<file path="src/include/svc_pkg.sv">
/*
  shared constants for the service packet handler: subtypes, field widths,
  limits and state codes.
  assumes a single 100 MHz clock and a synchronous active-low reset.
*/
package svc_pkg;
  // report subtypes of the telemetry source data
  localparam logic [7:0] ST_HK_DEFS = 8'h0A;
  localparam logic [7:0] ST_DIAG_DEFS = 8'h0C;
  localparam logic [7:0] ST_HK_REPORT = 8'h19;
  localparam logic [7:0] ST_DIAG_REPORT = 8'h1A;
  localparam logic [7:0] ST_EVENT = 8'h01;
  localparam logic [7:0] ST_EXCEPTION = 8'h02;
  localparam logic [7:0] ST_ALARM = 8'h04;
  // event parameter limit in 16-bit words (42 octets)
  localparam int EVENT_PARAM_MAX_WORDS = 21;
  // load data limit in 16-bit words (230 octets)
  localparam int LOAD_MAX_WORDS = 115;
  // crc preset and polynomial of the load checksum
  localparam logic [15:0] CRC_PRESET = 16'hFFFF;
  localparam logic [15:0] CRC_POLY = 16'h1021;
  // field positions within a word
  localparam int LENGTH_MSB = 7;
  // reset values
  localparam logic [15:0] WORD_RESET = 16'h0000;

  typedef enum logic [3:0] {
    ST_IDLE = 4'b0000,
    ST_EMIT_HDR = 4'b0001,
    ST_EMIT_BODY = 4'b0010,
    ST_LD_MEMSEL = 4'b0011,
    ST_LD_ADDR = 4'b0100,
    ST_LD_LEN = 4'b0101,
    ST_LD_DATA = 4'b0110,
    ST_LD_SUM = 4'b0111,
    ST_LD_VERIFY = 4'b1000,
    ST_LD_REPORT = 4'b1001
  } state_type;
endpackage

</file>
<file path="src/include/word_stream_if.sv">
/*
  word stream carrier between the framer core and its output fifo.
  assumes both ends sit on the same clock.
*/
`timescale 1ns/1ps
interface word_stream_if #(parameter int WIDTH = 16);
  logic [WIDTH-1:0] data;
  logic valid;
  logic ready;
  modport source (output data, output valid, input ready);
  modport sink (input data, input valid, output ready);
endinterface

</file>
<file path="src/design/service_packet_handler.sv">
/*
  report framer and memory load executor with crc read-back check.
  assumes one-cycle memory read data, a holding sampler, a popping drain.
*/
// The placing of the registers and the address-and-strobe port were decided locally.
`timescale 1ns/1ps
// Rules of the document behind this block
// RULE1 - definition report: id, selector, interval, count, parameter ids
// RULE2 - interval counts in multiples of the default sampling period
// RULE3 - periodic reports 25 and 26 open with a two-octet selector
// RULE4 - values once per interval, then optional faster arrays
// RULE5 - event subtypes 1, 2 and 4
// RULE6 - event data: identifier, selector, optional parameters
// RULE7 - selectors never shared between event subtypes
// RULE8 - event parameters whole words, at most 42 octets
// RULE9 - event identifier unique within the process
// RULE10 - layout set by selector, process and subtype
// RULE11 - load: checksum, write, re-read, recheck, report
// RULE12 - load: block, address, spare, length, data, checksum
// RULE13 - addresses and lengths count smallest addressable units
// RULE14 - commanding party zeroes the spare octet
// RULE15 - load data kept within 230 octets
// RULE16 - load checksum is a crc over the data block only
// RULE17 - interval restricted to powers of two
// RULE18 - fields in order, msb octet first, unpadded
module service_packet_handler #(
  parameter int DEPTH = 16, // output fifo depth
  parameter int MAX_PARAMS = 255 // parameter words per definition or periodic report
) (
  input wire logic clk_i, // 100 MHz clock
  input wire logic rst_n_i, // synchronous reset, active low
  input wire logic report_req_i, // start a report, one-cycle pulse
  input wire logic [7:0] report_subtype_i, // subtype of requested report
  input wire logic [15:0] report_def_id_i, // report definition id
  input wire logic [15:0] structure_selector_i, // structure selector
  input wire logic [15:0] event_identifier_i, // event identifier
  input wire logic [15:0] interval_i, // sampling interval, power of two
  input wire logic [7:0] param_count_i, // parameter words to follow
  input wire logic [15:0] param_word_i, // parameter word from sampler
  output logic param_take_o, // sampler word consumed
  input wire logic cmd_valid_i, // load command word present
  input wire logic [15:0] cmd_word_i, // load command word
  output logic cmd_ready_o, // load command word taken
  output logic mem_we_o, // memory write strobe
  output logic mem_re_o, // memory read strobe
  output logic [15:0] mem_block_o, // memory block selector
  output logic [15:0] mem_addr_o, // address in addressable units
  output logic [15:0] mem_wdata_o, // memory write data
  input wire logic [15:0] mem_rdata_i, // memory read data, one cycle later
  output logic [15:0] tm_data_o, // source data word
  output logic tm_valid_o, // source data word present
  input wire logic tm_ready_i, // drain pops word
  output logic busy_o, // block busy
  output logic report_error_o, // request refused or load failed, one cycle
  output logic load_done_o, // load finished, one cycle
  output logic load_ok_o, // last load verified
  output logic [15:0] load_sum_o // checksum of last load
);
  initial begin
    if (MAX_PARAMS < 1 || MAX_PARAMS > 255) begin
      $error("MAX_PARAMS must lie between 1 and 255");
    end
  end

  // ------------------
  // state
  // ------------------
  word_stream_if #(.WIDTH(16)) stream ();

  svc_pkg::state_type state, next_state;
  logic [15:0] hdr [4];
  logic [15:0] next_hdr [4];
  logic [2:0] hdr_cnt, next_hdr_cnt, hdr_idx, next_hdr_idx;
  logic [7:0] body_cnt, next_body_cnt;
  logic [7:0] len, next_len;
  logic [7:0] idx, next_idx;
  logic [15:0] base, next_base;
  logic [15:0] block, next_block;
  logic [15:0] crc_rx, next_crc_rx, crc_rd, next_crc_rd;
  logic [15:0] sum, next_sum;
  logic ok, next_ok, done, next_done, err, next_err;
  logic we, next_we, re, next_re, rd_pend, next_rd_pend;
  logic [15:0] wdata, next_wdata, addr, next_addr;
  logic [15:0] out_word;
  logic out_push;
  logic [15:0] crc_rx_step, crc_rd_step;
  logic is_def, is_per, is_evt, interval_ok, sub_ok;

  crc16_step u_crc_rx (.crc_i(crc_rx), .word_i(cmd_word_i), .crc_o(crc_rx_step));
  crc16_step u_crc_rd (.crc_i(crc_rd), .word_i(mem_rdata_i), .crc_o(crc_rd_step));

  word_fifo #(.WIDTH(16), .DEPTH(DEPTH)) u_fifo (
    .clk_i(clk_i),
    .rst_n_i(rst_n_i),
    .in_s(stream.sink),
    .out_data_o(tm_data_o),
    .out_valid_o(tm_valid_o),
    .out_ready_i(tm_ready_i)
  );

  assign stream.data = out_word;
  assign stream.valid = out_push;

  // ------------------
  // request classification
  // ------------------
  // RULE17 power of two
  always_comb begin
    is_def = (report_subtype_i == svc_pkg::ST_HK_DEFS) ||
             (report_subtype_i == svc_pkg::ST_DIAG_DEFS);
    is_per = (report_subtype_i == svc_pkg::ST_HK_REPORT) ||
             (report_subtype_i == svc_pkg::ST_DIAG_REPORT);
    // RULE5 three event subtypes
    is_evt = (report_subtype_i == svc_pkg::ST_EVENT) ||
             (report_subtype_i == svc_pkg::ST_EXCEPTION) ||
             (report_subtype_i == svc_pkg::ST_ALARM);
    interval_ok = ($countones(interval_i) == 1);
    // RULE8 event parameter bound
    sub_ok = (is_def && interval_ok && (int'(param_count_i) <= MAX_PARAMS)) ||
             (is_per && (int'(param_count_i) <= MAX_PARAMS)) ||
             (is_evt && (int'(param_count_i) <= svc_pkg::EVENT_PARAM_MAX_WORDS));
  end

  // ------------------
  // next-state logic
  // ------------------
  always_comb begin
    next_state = state;
    next_hdr = hdr;
    next_hdr_cnt = hdr_cnt;
    next_hdr_idx = hdr_idx;
    next_body_cnt = body_cnt;
    next_len = len;
    next_idx = idx;
    next_base = base;
    next_block = block;
    next_crc_rx = crc_rx;
    next_crc_rd = crc_rd;
    next_sum = sum;
    next_ok = ok;
    next_done = 1'b0;
    next_err = 1'b0;
    next_we = 1'b0;
    next_re = 1'b0;
    next_rd_pend = re;
    next_wdata = wdata;
    next_addr = addr;
    out_word = hdr[hdr_idx[1:0]];
    out_push = 1'b0;
    param_take_o = 1'b0;
    cmd_ready_o = 1'b0;
    case (state)
      svc_pkg::ST_IDLE: begin
        // reports take priority over a waiting load command
        if (report_req_i) begin
          if (sub_ok) begin
            next_hdr_idx = 3'd0;
            next_body_cnt = param_count_i;
            next_state = svc_pkg::ST_EMIT_HDR;
            if (is_def) begin
              // RULE1 definition header
              // RULE2 interval as multiple
              // RULE10 selector with subtype
              next_hdr[0] = report_def_id_i;
              next_hdr[1] = structure_selector_i;
              next_hdr[2] = interval_i;
              next_hdr[3] = {8'h00, param_count_i};
              next_hdr_cnt = 3'd4;
            end else if (is_per) begin
              // RULE3 selector first
              next_hdr[0] = structure_selector_i;
              next_hdr_cnt = 3'd1;
            end else begin
              // RULE6 identifier then selector
              // RULE7 selectors per subtype
              // RULE9 identifier unique
              next_hdr[0] = event_identifier_i;
              next_hdr[1] = structure_selector_i;
              next_hdr_cnt = 3'd2;
            end
          end else begin
            next_err = 1'b1;
          end
        end else if (cmd_valid_i) begin
          cmd_ready_o = 1'b1;
          next_block = cmd_word_i;
          next_state = svc_pkg::ST_LD_ADDR;
        end
      end
      svc_pkg::ST_EMIT_HDR: begin
        // RULE18 msb-first word order
        out_push = 1'b1;
        if (stream.ready) begin
          next_hdr_idx = hdr_idx + 3'd1;
          if (next_hdr_idx == hdr_cnt) begin
            next_state = (body_cnt == 8'd0) ? svc_pkg::ST_IDLE : svc_pkg::ST_EMIT_BODY;
          end
        end
      end
      svc_pkg::ST_EMIT_BODY: begin
        // RULE4 sampled values in order
        out_word = param_word_i;
        out_push = 1'b1;
        if (stream.ready) begin
          param_take_o = 1'b1;
          next_body_cnt = body_cnt - 8'd1;
          if (body_cnt == 8'd1) begin
            next_state = svc_pkg::ST_IDLE;
          end
        end
      end
      svc_pkg::ST_LD_ADDR: begin
        // RULE12 start address word
        // RULE13 address in units
        cmd_ready_o = cmd_valid_i;
        if (cmd_valid_i) begin
          next_base = cmd_word_i;
          next_state = svc_pkg::ST_LD_LEN;
        end
      end
      svc_pkg::ST_LD_LEN: begin
        // RULE14 spare ignored
        cmd_ready_o = cmd_valid_i;
        if (cmd_valid_i) begin
          next_len = cmd_word_i[svc_pkg::LENGTH_MSB:0];
          next_idx = 8'd0;
          next_crc_rx = svc_pkg::CRC_PRESET;
          next_crc_rd = svc_pkg::CRC_PRESET;
          next_ok = 1'b0;
          // RULE15 data length bound
          if (next_len > 8'(svc_pkg::LOAD_MAX_WORDS)) begin
            next_err = 1'b1;
            next_state = svc_pkg::ST_IDLE;
          end else begin
            next_state = (next_len == 8'd0) ? svc_pkg::ST_LD_SUM : svc_pkg::ST_LD_DATA;
          end
        end
      end
      svc_pkg::ST_LD_DATA: begin
        // RULE11 checksum and write
        // RULE16 crc over data only
        cmd_ready_o = cmd_valid_i;
        if (cmd_valid_i) begin
          next_crc_rx = crc_rx_step;
          next_we = 1'b1;
          next_wdata = cmd_word_i;
          next_addr = base + {8'h00, idx};
          next_idx = idx + 8'd1;
          if (idx + 8'd1 == len) begin
            next_state = svc_pkg::ST_LD_SUM;
          end
        end
      end
      svc_pkg::ST_LD_SUM: begin
        cmd_ready_o = cmd_valid_i;
        if (cmd_valid_i) begin
          next_sum = cmd_word_i;
          next_idx = 8'd0;
          next_state = svc_pkg::ST_LD_VERIFY;
        end
      end
      svc_pkg::ST_LD_VERIFY: begin
        // RULE11 re-read and recompute
        if (rd_pend) begin
          next_crc_rd = crc_rd_step;
        end
        if (idx != len) begin
          next_re = 1'b1;
          next_addr = base + {8'h00, idx};
          next_idx = idx + 8'd1;
        end else if (!rd_pend && !re) begin
          next_state = svc_pkg::ST_LD_REPORT;
        end
      end
      svc_pkg::ST_LD_REPORT: begin
        // RULE11 compare and report
        next_ok = (crc_rx == sum) && (crc_rd == sum);
        next_sum = crc_rd;
        next_err = !next_ok;
        next_done = 1'b1;
        next_state = svc_pkg::ST_IDLE;
      end
      default: begin
        next_state = svc_pkg::ST_IDLE;
      end
    endcase
  end

  // ------------------
  // registers
  // ------------------
  always_ff @(posedge clk_i) begin
    if (!rst_n_i) begin
      state <= svc_pkg::ST_IDLE;
      hdr <= '{default: svc_pkg::WORD_RESET};
      hdr_cnt <= 3'd0;
      hdr_idx <= 3'd0;
      body_cnt <= 8'd0;
      len <= 8'd0;
      idx <= 8'd0;
      base <= svc_pkg::WORD_RESET;
      block <= svc_pkg::WORD_RESET;
      crc_rx <= svc_pkg::CRC_PRESET;
      crc_rd <= svc_pkg::CRC_PRESET;
      sum <= svc_pkg::WORD_RESET;
      ok <= 1'b0;
      done <= 1'b0;
      err <= 1'b0;
      we <= 1'b0;
      re <= 1'b0;
      rd_pend <= 1'b0;
      wdata <= svc_pkg::WORD_RESET;
      addr <= svc_pkg::WORD_RESET;
    end else begin
      state <= next_state;
      hdr <= next_hdr;
      hdr_cnt <= next_hdr_cnt;
      hdr_idx <= next_hdr_idx;
      body_cnt <= next_body_cnt;
      len <= next_len;
      idx <= next_idx;
      base <= next_base;
      block <= next_block;
      crc_rx <= next_crc_rx;
      crc_rd <= next_crc_rd;
      sum <= next_sum;
      ok <= next_ok;
      done <= next_done;
      err <= next_err;
      we <= next_we;
      re <= next_re;
      rd_pend <= next_rd_pend;
      wdata <= next_wdata;
      addr <= next_addr;
    end
  end

  // outputs below straight from flip-flops, except busy_o, which is decoded from state; param_take_o and cmd_ready_o are combinational
  assign mem_we_o = we;
  assign mem_re_o = re;
  assign mem_block_o = block;
  assign mem_addr_o = addr;
  assign mem_wdata_o = wdata;
  assign busy_o = (state != svc_pkg::ST_IDLE);
  assign report_error_o = err;
  assign load_done_o = done;
  assign load_ok_o = ok;
  assign load_sum_o = sum;
endmodule

</file>
<file path="src/design/word_fifo.sv">
/*
  flip-flop fifo with valid and ready on both sides.
  assumes one clock; full and empty are exact.
*/
`timescale 1ns/1ps
module word_fifo #(
  parameter int WIDTH = 16,
  parameter int DEPTH = 16
) (
  input wire logic clk_i, // system clock
  input wire logic rst_n_i, // synchronous reset, active low
  word_stream_if.sink in_s, // filling side
  output logic [WIDTH-1:0] out_data_o, // head word
  output logic out_valid_o, // head word present
  input wire logic out_ready_i // drain accepts head
);
  localparam int AW = $clog2(DEPTH);

  initial begin
    if (DEPTH < 2 || (1 << AW) != DEPTH) begin
      $error("word_fifo depth must be a power of two of at least two");
    end
  end

  logic [WIDTH-1:0] mem [DEPTH];
  logic [AW:0] wr_ptr;
  logic [AW:0] rd_ptr;
  logic [AW:0] next_wr_ptr;
  logic [AW:0] next_rd_ptr;
  logic push;
  logic pop;
  logic full;
  logic empty;

  // full when pointers differ only in wrap bit
  always_comb begin
    full = (wr_ptr[AW] != rd_ptr[AW]) && (wr_ptr[AW-1:0] == rd_ptr[AW-1:0]);
    empty = (wr_ptr == rd_ptr);
    push = in_s.valid && !full;
    pop = out_ready_i && !empty;
    next_wr_ptr = push ? wr_ptr + 1'b1 : wr_ptr;
    next_rd_ptr = pop ? rd_ptr + 1'b1 : rd_ptr;
  end

  assign in_s.ready = !full;
  assign out_valid_o = !empty;
  assign out_data_o = mem[rd_ptr[AW-1:0]];

  // pointers and storage
  always_ff @(posedge clk_i) begin
    if (!rst_n_i) begin
      wr_ptr <= '0;
      rd_ptr <= '0;
    end else begin
      wr_ptr <= next_wr_ptr;
      rd_ptr <= next_rd_ptr;
      if (push) begin
        mem[wr_ptr[AW-1:0]] <= in_s.data;
      end
    end
  end
endmodule

</file>
<file path="src/design/crc16_step.sv">
/*
  one 16-bit word step of the load checksum crc, msb first.
  assumes the caller holds the running value in its own register.
*/
`timescale 1ns/1ps
module crc16_step (
  input wire logic [15:0] crc_i, // running crc
  input wire logic [15:0] word_i, // data word
  output logic [15:0] crc_o // updated crc
);
  // bitwise shift over the sixteen data bits, most significant first
  always_comb begin
    logic [15:0] c;
    c = crc_i;
    for (int i = 15; i >= 0; i--) begin
      if (c[15] ^ word_i[i]) begin
        c = {c[14:0], 1'b0} ^ svc_pkg::CRC_POLY;
      end else begin
        c = {c[14:0], 1'b0};
      end
    end
    crc_o = c;
  end
endmodule

</file>
<file path="config.mk">
export PLATFORM = sky130hd
export DESIGN_NAME = service_packet_handler
export DESIGN_NICKNAME = d
export VERILOG_FILES = /design/src/include/svc_pkg.sv /design/src/include/word_stream_if.sv /design/src/design/service_packet_handler.sv /design/src/design/word_fifo.sv /design/src/design/crc16_step.sv
export SDC_FILE = /design/constraint.sdc
export NUM_CORES = 1
export LEC_CHECK = 0
export BUFFER_PORTS_ARGS = -buffer_cell sky130_fd_sc_hd__buf_4
export CAP_MARGIN = 20
export CORE_ASPECT_RATIO = 1.25
export CORE_MARGIN = 3
export CORE_UTILIZATION = 54
export DETAILED_ROUTE_END_ITERATION = 10
export PLACE_DENSITY = 0.75
export SLEW_MARGIN = 10
export SYNTH_ARGS = -nofsm -noshare
export SYNTH_HDL_FRONTEND = slang
export SYNTH_SLANG_ARGS = --single-unit
</file>
<file path="constraint.sdc">
create_clock -name clk_i -period 4.97 [get_ports clk_i]
set_input_delay 0.497 -clock clk_i [delete_from_list [all_inputs] [get_ports clk_i]]
set_output_delay 0.497 -clock clk_i [all_outputs]
set_load 0.01 [all_outputs]
</file>
; Word-level counts from Yosys, hierarchy flattened
; Memory sizes are Yosys's and may differ from the RTL's. A register that Yosys moved wholly into a read port is not among the register bits.
; Cells that the tools add are included.
[totals]
register_bits = 218
ramBits = 256
output_inout_bits = 89
mem_count = 1
[mem_list]
columns = name, words, width, read_ports, rd_clocked_by_memory_dff, write_ports, line_no
row1 = u_fifo.mem, 16, 16, 1, 1, 1, word_fifo.sv:25  ; logic [WIDTH-1:0] mem [DEPTH];
[op_classes]
n_addsub = 21
n_eq_ne = 44
n_reduce_logical = 51
magnitude_cmp = 3
muxes = 101
n_bitwise = 66
[op_table]
columns = operator, count
row1 = $mux W13, 32
row2 = $mux W16, 11
row3 = $pmux W16 S2, 4
row4 = $not A3 Y3, 32
row5 = $mux W4, 16
row6 = $mux W8, 6
row7 = $bmux W16 S2, 1
row8 = $eq A16 B16 Y1, 2
row9 = $mux W32, 1
row10 = $ne A2 B2 Y1 const B, 16
row11 = $pmux W4 S8, 1
row12 = $xor A1 B1 Y1, 32
row13 = $pmux W8 S3, 1
row14 = $reduce_and A4 Y1, 5
row15 = $add A1 B1 Y2, 8
row16 = $add A16 B8 Y16, 1
row17 = $eq A4 B3 Y1 const B, 4
row18 = $eq A8 B1 Y1 const B, 2
row19 = $eq A8 B4 Y1 const B, 2
row20 = $eq A8 B5 Y1 const B, 2
row21 = $logic_not A8 Y1, 2
row22 = $mux W1, 16
row23 = $pmux W8 S2, 1
row24 = $mux W3, 5
row25 = other kinds (42), 83

; Longest topological paths before layout
; Gate-level depths: netlist (run 1).
[logic_depth]
word_depth = 34
ltp_mapped = 17
mapped_depth_nobuf = 16

; Hierarchy
; A second synthesis (run 1) with hierarchy kept.
[unflattened]
cells_unflattened = 1841
area_unflattened_um2 = 22126.2
[by_module_without_submodules]
columns = module, seq_area_each_um2, cells_per_inst, n_inst, area_each_um2
row1 = word_fifo, 7967.6, 464, 1, 10679.0
row2 = service_packet_handler, 4164.0, 1277, 1, 10328.7
row3 = crc16_step, 0.0, 50, 2, 559.3

; Least setup slack after synthesis (run 1)
; No wires, ideal clock.
[synth_timing]
path_kind = input-to-reg
from = input port interval_i[5]
to = register body_cnt[5]
arrival_time_ns = 4.924
path_slack_ns = -0.046
path_stages = 17
cell_sequence = inv_1 fa_1 inv_1 fa_1 fa_1 inv_1 fa_1 inv_1 ha_1 fa_1 or4b_1 a211oi_2 o21bai_4 a21oi_4 or2_0 clkbuf_2 o32ai_1
[synth_via]
elab_chain_len = 10
[synth_lines]
columns = element, line_no
row1 = start: declaration, service_packet_handler.sv:37  ; input wire logic [15:0] interval_i,
row2 = $add A1 B1 Y2 (not written as such), service_packet_handler.sv:117  ; interval_ok = ($countones(interval_i) == 1);
row3 = $add A2 B2 Y3 (not written as such), service_packet_handler.sv:117
row4 = $add A3 B3 Y4 (not written as such), service_packet_handler.sv:117
row5 = $add A4 B4 Y5 (not written as such), service_packet_handler.sv:117
row6 = $eq A5 B1 Y1, service_packet_handler.sv:117
row7 = $logic_and A1 B1 Y1, service_packet_handler.sv:119  ; sub_ok = (is_def && interval_ok && (int'(param_count_i) <= MAX_PARAMS)) ||
row8 = $logic_or A1 B1 Y1, service_packet_handler.sv:119
row9 = $logic_or A1 B1 Y1, service_packet_handler.sv:120  ; (is_per && (int'(param_count_i) <= MAX_PARAMS)) ||
row10 = $ne A2 B2 Y1 (no line), n/a
row11 = $reduce_and A4 Y1 (no line), n/a
row12 = end signal: assignment, service_packet_handler.sv:319  ; body_cnt <= next_body_cnt;
row13 = end: declaration, service_packet_handler.sv:74  ; logic [7:0] body_cnt, next_body_cnt;
; Every way passes these cells.
; A chain may end at the register's enable or synchronous reset.

; Worst setup path in the final report (run 1)
[layout_timing]
from = input port interval_i[0]
to = register body_cnt[5]
; The elaborated chain is that of the path after synthesis.

==> reports/results.ini, run 1 <==
[status]
status = complete, no violations

[worst_setup_path]
required_ns = 5.43
r2r-start = state[0]
crit_arrival_ns = 5.26
ff2ff_path_depth = 7
worst-path-max-fanout = 8
startpoint = interval_i[0]
worstSetupPathType = input pin to register
end_kind = register
crit_path_start_kind = input pin
regToRegSetupSlack_ns = 1.39

[global_route]
grt_pass1_vias = 15877
grt_pass1_wl_um = 90600
grt-ovfl-total = 0
antenna_found_initial = 1
track_usage_pct = 27.8
grt_max_degree = 81

[timing]
max_slew_margin_pct = 27.4
fin_skew_ns = 0.0259
hold_viol_final = 0
period_needed_ns = 4.80
max_clock_freq_mhz = 208
fin_tns_setup_ns = 0
finalCritPeriodShare_pct = 96.6
rsz0062_at_grt = false
setup_viol = 0
fin_ws_ns = 0.171
slew_viol_final = 0
worstMarginPinSlew_ns = 1.09

[synth]
ys_ff_latch = 478
synthCells = 1832
synth-seq-area-share_pct = 55.8
ys_top_cells_by_count = nand2_1, edfxtp_1, dfxtp_1
synthArstFlopShare_pct = 0
synth_top_area_share_pct = 35.3
ys.warnings.count = 0
syn_nets = 1998
yosys-top-cells-area = edfxtp_1, dfxtp_1, mux4_2
synth-edff-count = 256
synth_flop_cell = edfxtp_1
synth_top_area_cell = edfxtp_1
syn_avg_cell_area_um2 = 11.9
yosysMostFrequentCell = nand2_1
synth_cell_types = 76
synth_area_um2 = 21800

[pwr]
leakagePower_uw = 0.00936
power_uw = 11000
p_per_area_nw_per_um2 = 426
peakVddDrop_uv = 259

[detailed_routing]
drc_errors = 0
wl_per_cell_um = 23.1
num_vias = 15706
drtIter0Drc = 1375
vias_per_cell = 6.08
ant_nets = 0
firstDrtPassIters = 7
drt_wl_total_um = 59600

[die]
die_x_um = 186
die_area_um2 = 42700
start_util_pct = 55.2
ios = 222
die_h_um = 230
row_count = 81
core_area_um2 = 39400

[clock_tree]
cts_tree = done
clk_pin_slew_ns = 0.06
cts_made_buffers = 47
cts.sinks = 478
insertion_delay_ns = 0.58
clock_path_buffers = 3
htree_num_levels = 2
root_buffer = clkbuf_16

[layout]
final_cell_area_um2 = 25800
num_antenna_cells = 0
layout.nets = 2213
syn_to_final_growth_pct = 18.4
drive_gt1_share_pct = 23.9

[placement]
gp_congestion = 0.933
place_ws_ns = -0.441
dpl.hpwl_um = 40500
port_buffers = 221
detailed_place.area_um2 = 24100

[min_path]
holdPathStages = 3
min_from = structure_selector_i[9]
hold_class = input pin to register

[flow_run]
drv_cap = 0

[worst max-delay path, stage by stage]
cell	delay, ns
buf_4	0.12
fa_1	0.65
fa_1	0.47
fa_1	0.51
inv_1	0.05
fa_1	0.47
inv_1	0.04
ha_1	0.20
fa_1	0.43
or4b_1	0.53
a211oi_2	0.25
o21bai_4	0.21
a21oi_4	0.10
or2_0	0.40
o32ai_1	0.33
[area by class of cell]
type                            instances  area, um2
Sequential cell                       478      12100
Multi-Input combinational cell       1198       9070
Timing Repair Buffer                  284       2200
Fill cell                            2888      13700
Clock buffer                           57       1260
Clock inverter                         29        324
Inverter                               38        144
Tap cell                              498        623
[path summary, 6_finish.rpt]
kind / end
max: body_cnt[5]
min: hdr[41]
max reg2reg: u_fifo.mem[10][11]
min reg2reg: hdr[23]
[placed cells by master (no fill, tap or decap), types with 6 or more instances in the layout]
master and n:
mux4_2 88, nand3_1 54, dfxtp_1 220, and3_1 13, edfxtp_1 256, a21oi_1 98, o211a_1 7, a311oi_1 10
a22oi_1 17, clkinv_2 11, xor2_1 58, buf_4 276, o21ai_0 39, a21boi_0 41, o211ai_1 7, ha_1 22
xnor2_1 83, nand2_1 265, nor4_2 6, nor4_1 7, or3_1 11, nor2b_1 8, xnor2_2 9, a211oi_1 24
nand2b_1 8, nor3_1 31, nor2_1 118, mux2i_1 45, o22ai_1 27, inv_1 37, clkbuf_16 47, nand4_1 14
fa_1 11
[metal layers]
metal / global-route usage [%] / wire, um
met5: 0 / 20
met4: 13.4 / 3080
met3: 5.66 / 5030
met2: 47.1 / 29800
met1: 33.8 / 21700
[stage by stage]
step,util [%],cells,hold slack (ns)
3_3_place_gp,61.1,2489,0.438
6_report,65.3,2582,0.177
3_5_place_dp,61.2,2491,0.447
4_1_cts,65.2,2577,0.153
2_1_floorplan,-,1832,0.429
5_1_grt,65.3,2582,0.179
[cells by family after synthesis]
logic type	synth area share (%)
adders and majority gates	2.28
and+or+nand+nor	11.8
muxes	11.2
DFF	55.8
buffers and inverters	2.85
xor gates and xnor gates	6.77
AOI/OAI and AO/OA	9.39
[where the power goes]
group	internal (uW)	total [uW]	switching, uW
Clock	2090	3640	1550
Combinational	1170	2640	1470
Sequential	4460	4690	227
Total	7720	11000	3250
[sequential cells by signal, summed over array words and instances, names as in the netlist, 3 cells and up, named ones only]
name and count:
hdr 56, state 4, base 16, load_sum_o 16, mem_block_o 16, u_fifo.mem 256, idx 8, mem_addr_o 16
hdr_idx 3, body_cnt 8, len 8, crc_rd 16, hdr_cnt 3, u_fifo.rd_ptr 5, u_fifo.wr_ptr 5, mem_wdata_o 16
crc_rx 16
[timing repair]
action	CTS	global route
resized for setup	0	2
setup endpoints to repair	0	2
hold buffers	0	0
setup buffers	0	0
(Power assumes the default switching activity.)
==> run 2: changes to the inputs <==
- SYNTH_HIERARCHICAL: unset -> 1
==> run 2 against run 1 <==
  * Utilization decreased by 0.83 points
  * Critical path type unchanged
  * Wire length increased by 2.7%
  * Critical endpoint is now hdr_idx[2]
  * Via count grew 1.3%
==> reports/results.ini, run 2 <==
[layout]
layout.nets = 2219  ; +0.27%
drive_gt1_share_pct = 21.2  ; -2.8 points
fin_cells = 2638  ; +2.2%
register_area_um2 = 12100  ; about the same
nFillCells = 3033  ; +5.0%
largest_reg_flops = 256  ; unchanged
syn_to_final_growth_pct = 17.5
final_common_cell = buf_4
final_cell_mix = buf_4, edfxtp_1, dfxtp_1
multi_input_area_um2 = 9410  ; +3.7%

[worst_setup_path]
end_kind = register
critPathSlowestCell = fa_1
cp_num_buf_inv = 6  ; +3
cp_common_cell = fa_1
path_cells = buf_4 -> fa_1 -> inv_1 -> fa_1 -> inv_1 -> fa_1 -> inv_1 -> fa_1 -> inv_1 -> ha_1 -> fa_1 -> nor4b_1 -> nand3_1 -> a31oi_4 -> buf_4 -> mux2i_1 -> a21oi_1 -> nor2_1
critPathTopFamily = adder cells
crit_arrival_ns = 5.07  ; -0.19 ns
worstSetupPathType = input pin to register
crit_path_start_kind = input pin
required_ns = 5.40  ; -0.03 ns
worst-path-max-fanout = 38  ; +30
cpPeakStageDelay_ns = 0.61  ; -0.04 ns

[pwr]
switchingPower_uw = 2370  ; -27%
seqPwrFrac_pct = 46.7  ; +4.0 points
peakVddDrop_uv = 245  ; -5.4%
p_comb_share_pct = 14.2  ; -9.9 points
p_int_uw = 6960  ; -9.8%
leakagePower_uw = 0.00922  ; -1.5%
power_uw = 9330  ; -15%
p_per_area_nw_per_um2 = 359  ; -16%
p_clk_share_pct = 39.1  ; +5.9 points
swShare_pct = 25.4  ; -4.2 points

[timing]
max_slew_margin_pct = 26.7  ; -0.75 points
hold_viol_final = 0  ; unchanged
rsz0062_at_grt = false
worstMarginPinSlew_ns = 1.10  ; +0.0110 ns
fin_skew_ns = 0.0105  ; -0.0154 ns
max_clock_freq_mhz = 216  ; +3.5%
slew_viol_final = 0  ; unchanged
setup_viol = 0  ; unchanged
hold_ws_ns = 0.180  ; +0.00333 ns
finalCritPeriodShare_pct = 93.3  ; -3.3 points
fin_tns_setup_ns = 0  ; unchanged
period_needed_ns = 4.64  ; -0.162 ns

[clock_tree]
clk_pin_slew_ns = 0.07  ; about the same
insertion_delay_ns = 0.57  ; about the same
cts_tree = done
root_buffer = clkbuf_16
ctsResizeCount = 0  ; unchanged
htree_num_levels = 2  ; unchanged
cts_setup_buffers = 0  ; unchanged
clock_path_buffers = 3  ; unchanged
cts.sinks = 478  ; unchanged
hold_buffers = 0  ; unchanged
cts_made_buffers = 46  ; -2.1%

[synth]
yosys-top-cells-area = edfxtp_1, dfxtp_1, mux4_1
ys_top_cells_by_count = edfxtp_1, dfxtp_1, nand2_1
yosysMostFrequentCell = edfxtp_1
synth-edff-count = 256  ; unchanged
synth_top_area_share_pct = 34.7  ; -0.59 points
synthArstFlopShare_pct = 0  ; unchanged
synth_cell_types = 88  ; +16%
ys.warnings.count = 6  ; +6
ys_ff_latch = 478  ; unchanged
syn_avg_cell_area_um2 = 12.0  ; +1.2%
synth_area_um2 = 22100  ; +1.7%
synth_flop_cell = edfxtp_1
syn_nets = 2007  ; +0.45%
synthCells = 1841  ; +0.49%
synth-seq-area-share_pct = 54.8  ; -0.94 points
synth_top_area_cell = edfxtp_1

[global_route]
grt_pass1_wl_um = 93300  ; +3.0%
track_usage_pct = 27.8  ; about the same
grt_pass1_vias = 15939  ; +0.39%
grt-ovfl-total = 0  ; unchanged
antenna_found_initial = 2  ; +1
grt_max_degree = 67  ; -17%

[detailed_routing]
drt_wl_total_um = 61200  ; +2.7%
ant_nets = 0  ; unchanged
vias_per_cell = 6.03  ; -0.90%
drtIter0Drc = 1572  ; +14%
firstDrtPassIters = 5  ; -2
drc_errors = 0  ; unchanged
num_vias = 15903  ; +1.3%
wl_per_cell_um = 23.2  ; +0.48%

[die]
core_area_um2 = 40300  ; +2.3%
die_x_um = 187  ; +0.82%
die_h_um = 232  ; +0.83%
ios = 222  ; unchanged
start_util_pct = 54.9  ; -0.31 points
die_area_um2 = 43500  ; +1.7%
row_count = 82  ; +1.2%

[placement]
port_buffers = 221  ; unchanged
dpl.hpwl_um = 40600  ; +0.12%
dpl.cell_count = 2547  ; +2.2%
gp_congestion = 0.870  ; -6.7%

[min_path]
hold_class = input pin to register

[flow_run]
drv_cap = 0  ; unchanged

[status]
status = complete, no violations

run 2: changes by cell type in the layout (fill, tap and decap cells not counted), sizes merged, moves of 28 or more:
cell	before	now
o21ai	41	90
nand2	266	218
a21boi	42	2
nor3	37	112
nand3	54	26
run 2: worst paths after layout:
check | start | end | slack (ns) | cells after the start
min | structure_selector_i[12] | hdr[44] | 0.18 | 3
min reg2reg | mem_addr_o[3] | mem_addr_o[3] | 0.45 | 2
max reg2reg | u_fifo/wr_ptr[2] | load_sum_o[15] | 1.71 | 9
max | interval_i[11] | hdr_idx[2] | 0.33 | 18
run 2: cells by family (layout without fill, tap and decap cells):
kind of cell | count (synthesis) | after routing | share of synthesized area, %
AND/OR/NAND/NOR | 606 | 606 | 12.6
adder cells (fa/ha/maj) | 33 | 33 | 2.24
XOR/XNOR | 136 | 136 | 6.51
buffers and inverters | 146 | 396 | 3.19
flip-flops | 478 | 478 | 54.8
AO/OA/AOI/OAI | 283 | 283 | 7.66
multiplexers | 159 | 159 | 13.0
other | 0 | 1 | 0
run 2: cell type report:
class / count / area share (%)
clock buffer: 56 / 4.72
clock inverter: 30 / 1.29
antenna: 1 / 0.00962
sequential: 478 / 46.7
inverter: 42 / 0.616
tap: 546 / 2.63
multi-input combinational: 1217 / 36.2
timing repair buffer: 268 / 7.89
run 2: routing by layer:
| metal | GRT usage [%] | share of wire [%] | vias to the layer above |
|---|---|---|---|
| met4 | 11.1 | 4.2 | 2 |
| li1 | - | - | 7184 |
| met2 | 49.3 | 51 | 730 |
| met3 | 5.60 | 8.3 | 154 |
| met5 | 0 | 0.023 | - |
| met1 | 33.3 | 36 | 7833 |
run 2: stage by stage:
step	area [um2]	util (%)	setup WS (ns)
4_1_cts	26000	64.4	0.345
3_3_place_gp	24400	60.5	-0.168
2_1_floorplan	22100	-	0.252
3_5_place_dp	24400	60.5	-0.239
5_1_grt	26000	64.5	0.0507
6_report	26000	64.5	0.333
run 2: worst min-delay path, delay by kind of cell:
family,cells,cell delay [ns]
multiplexers,1,0.05
AND/OR/NAND/NOR,1,0.07
buffers and inverters,1,0.08
run 2: power groups by stage:
stage / combinational [uW] / sequential (uW) / clock [uW]
global placement: 1270 / 4440 / 0
finish: 1330 / 4360 / 3650
detailed placement: 1310 / 4440 / 0
floorplan: 1000 / 4320 / 0
global route: 1440 / 4370 / 3850
CTS: 1320 / 4360 / 3710
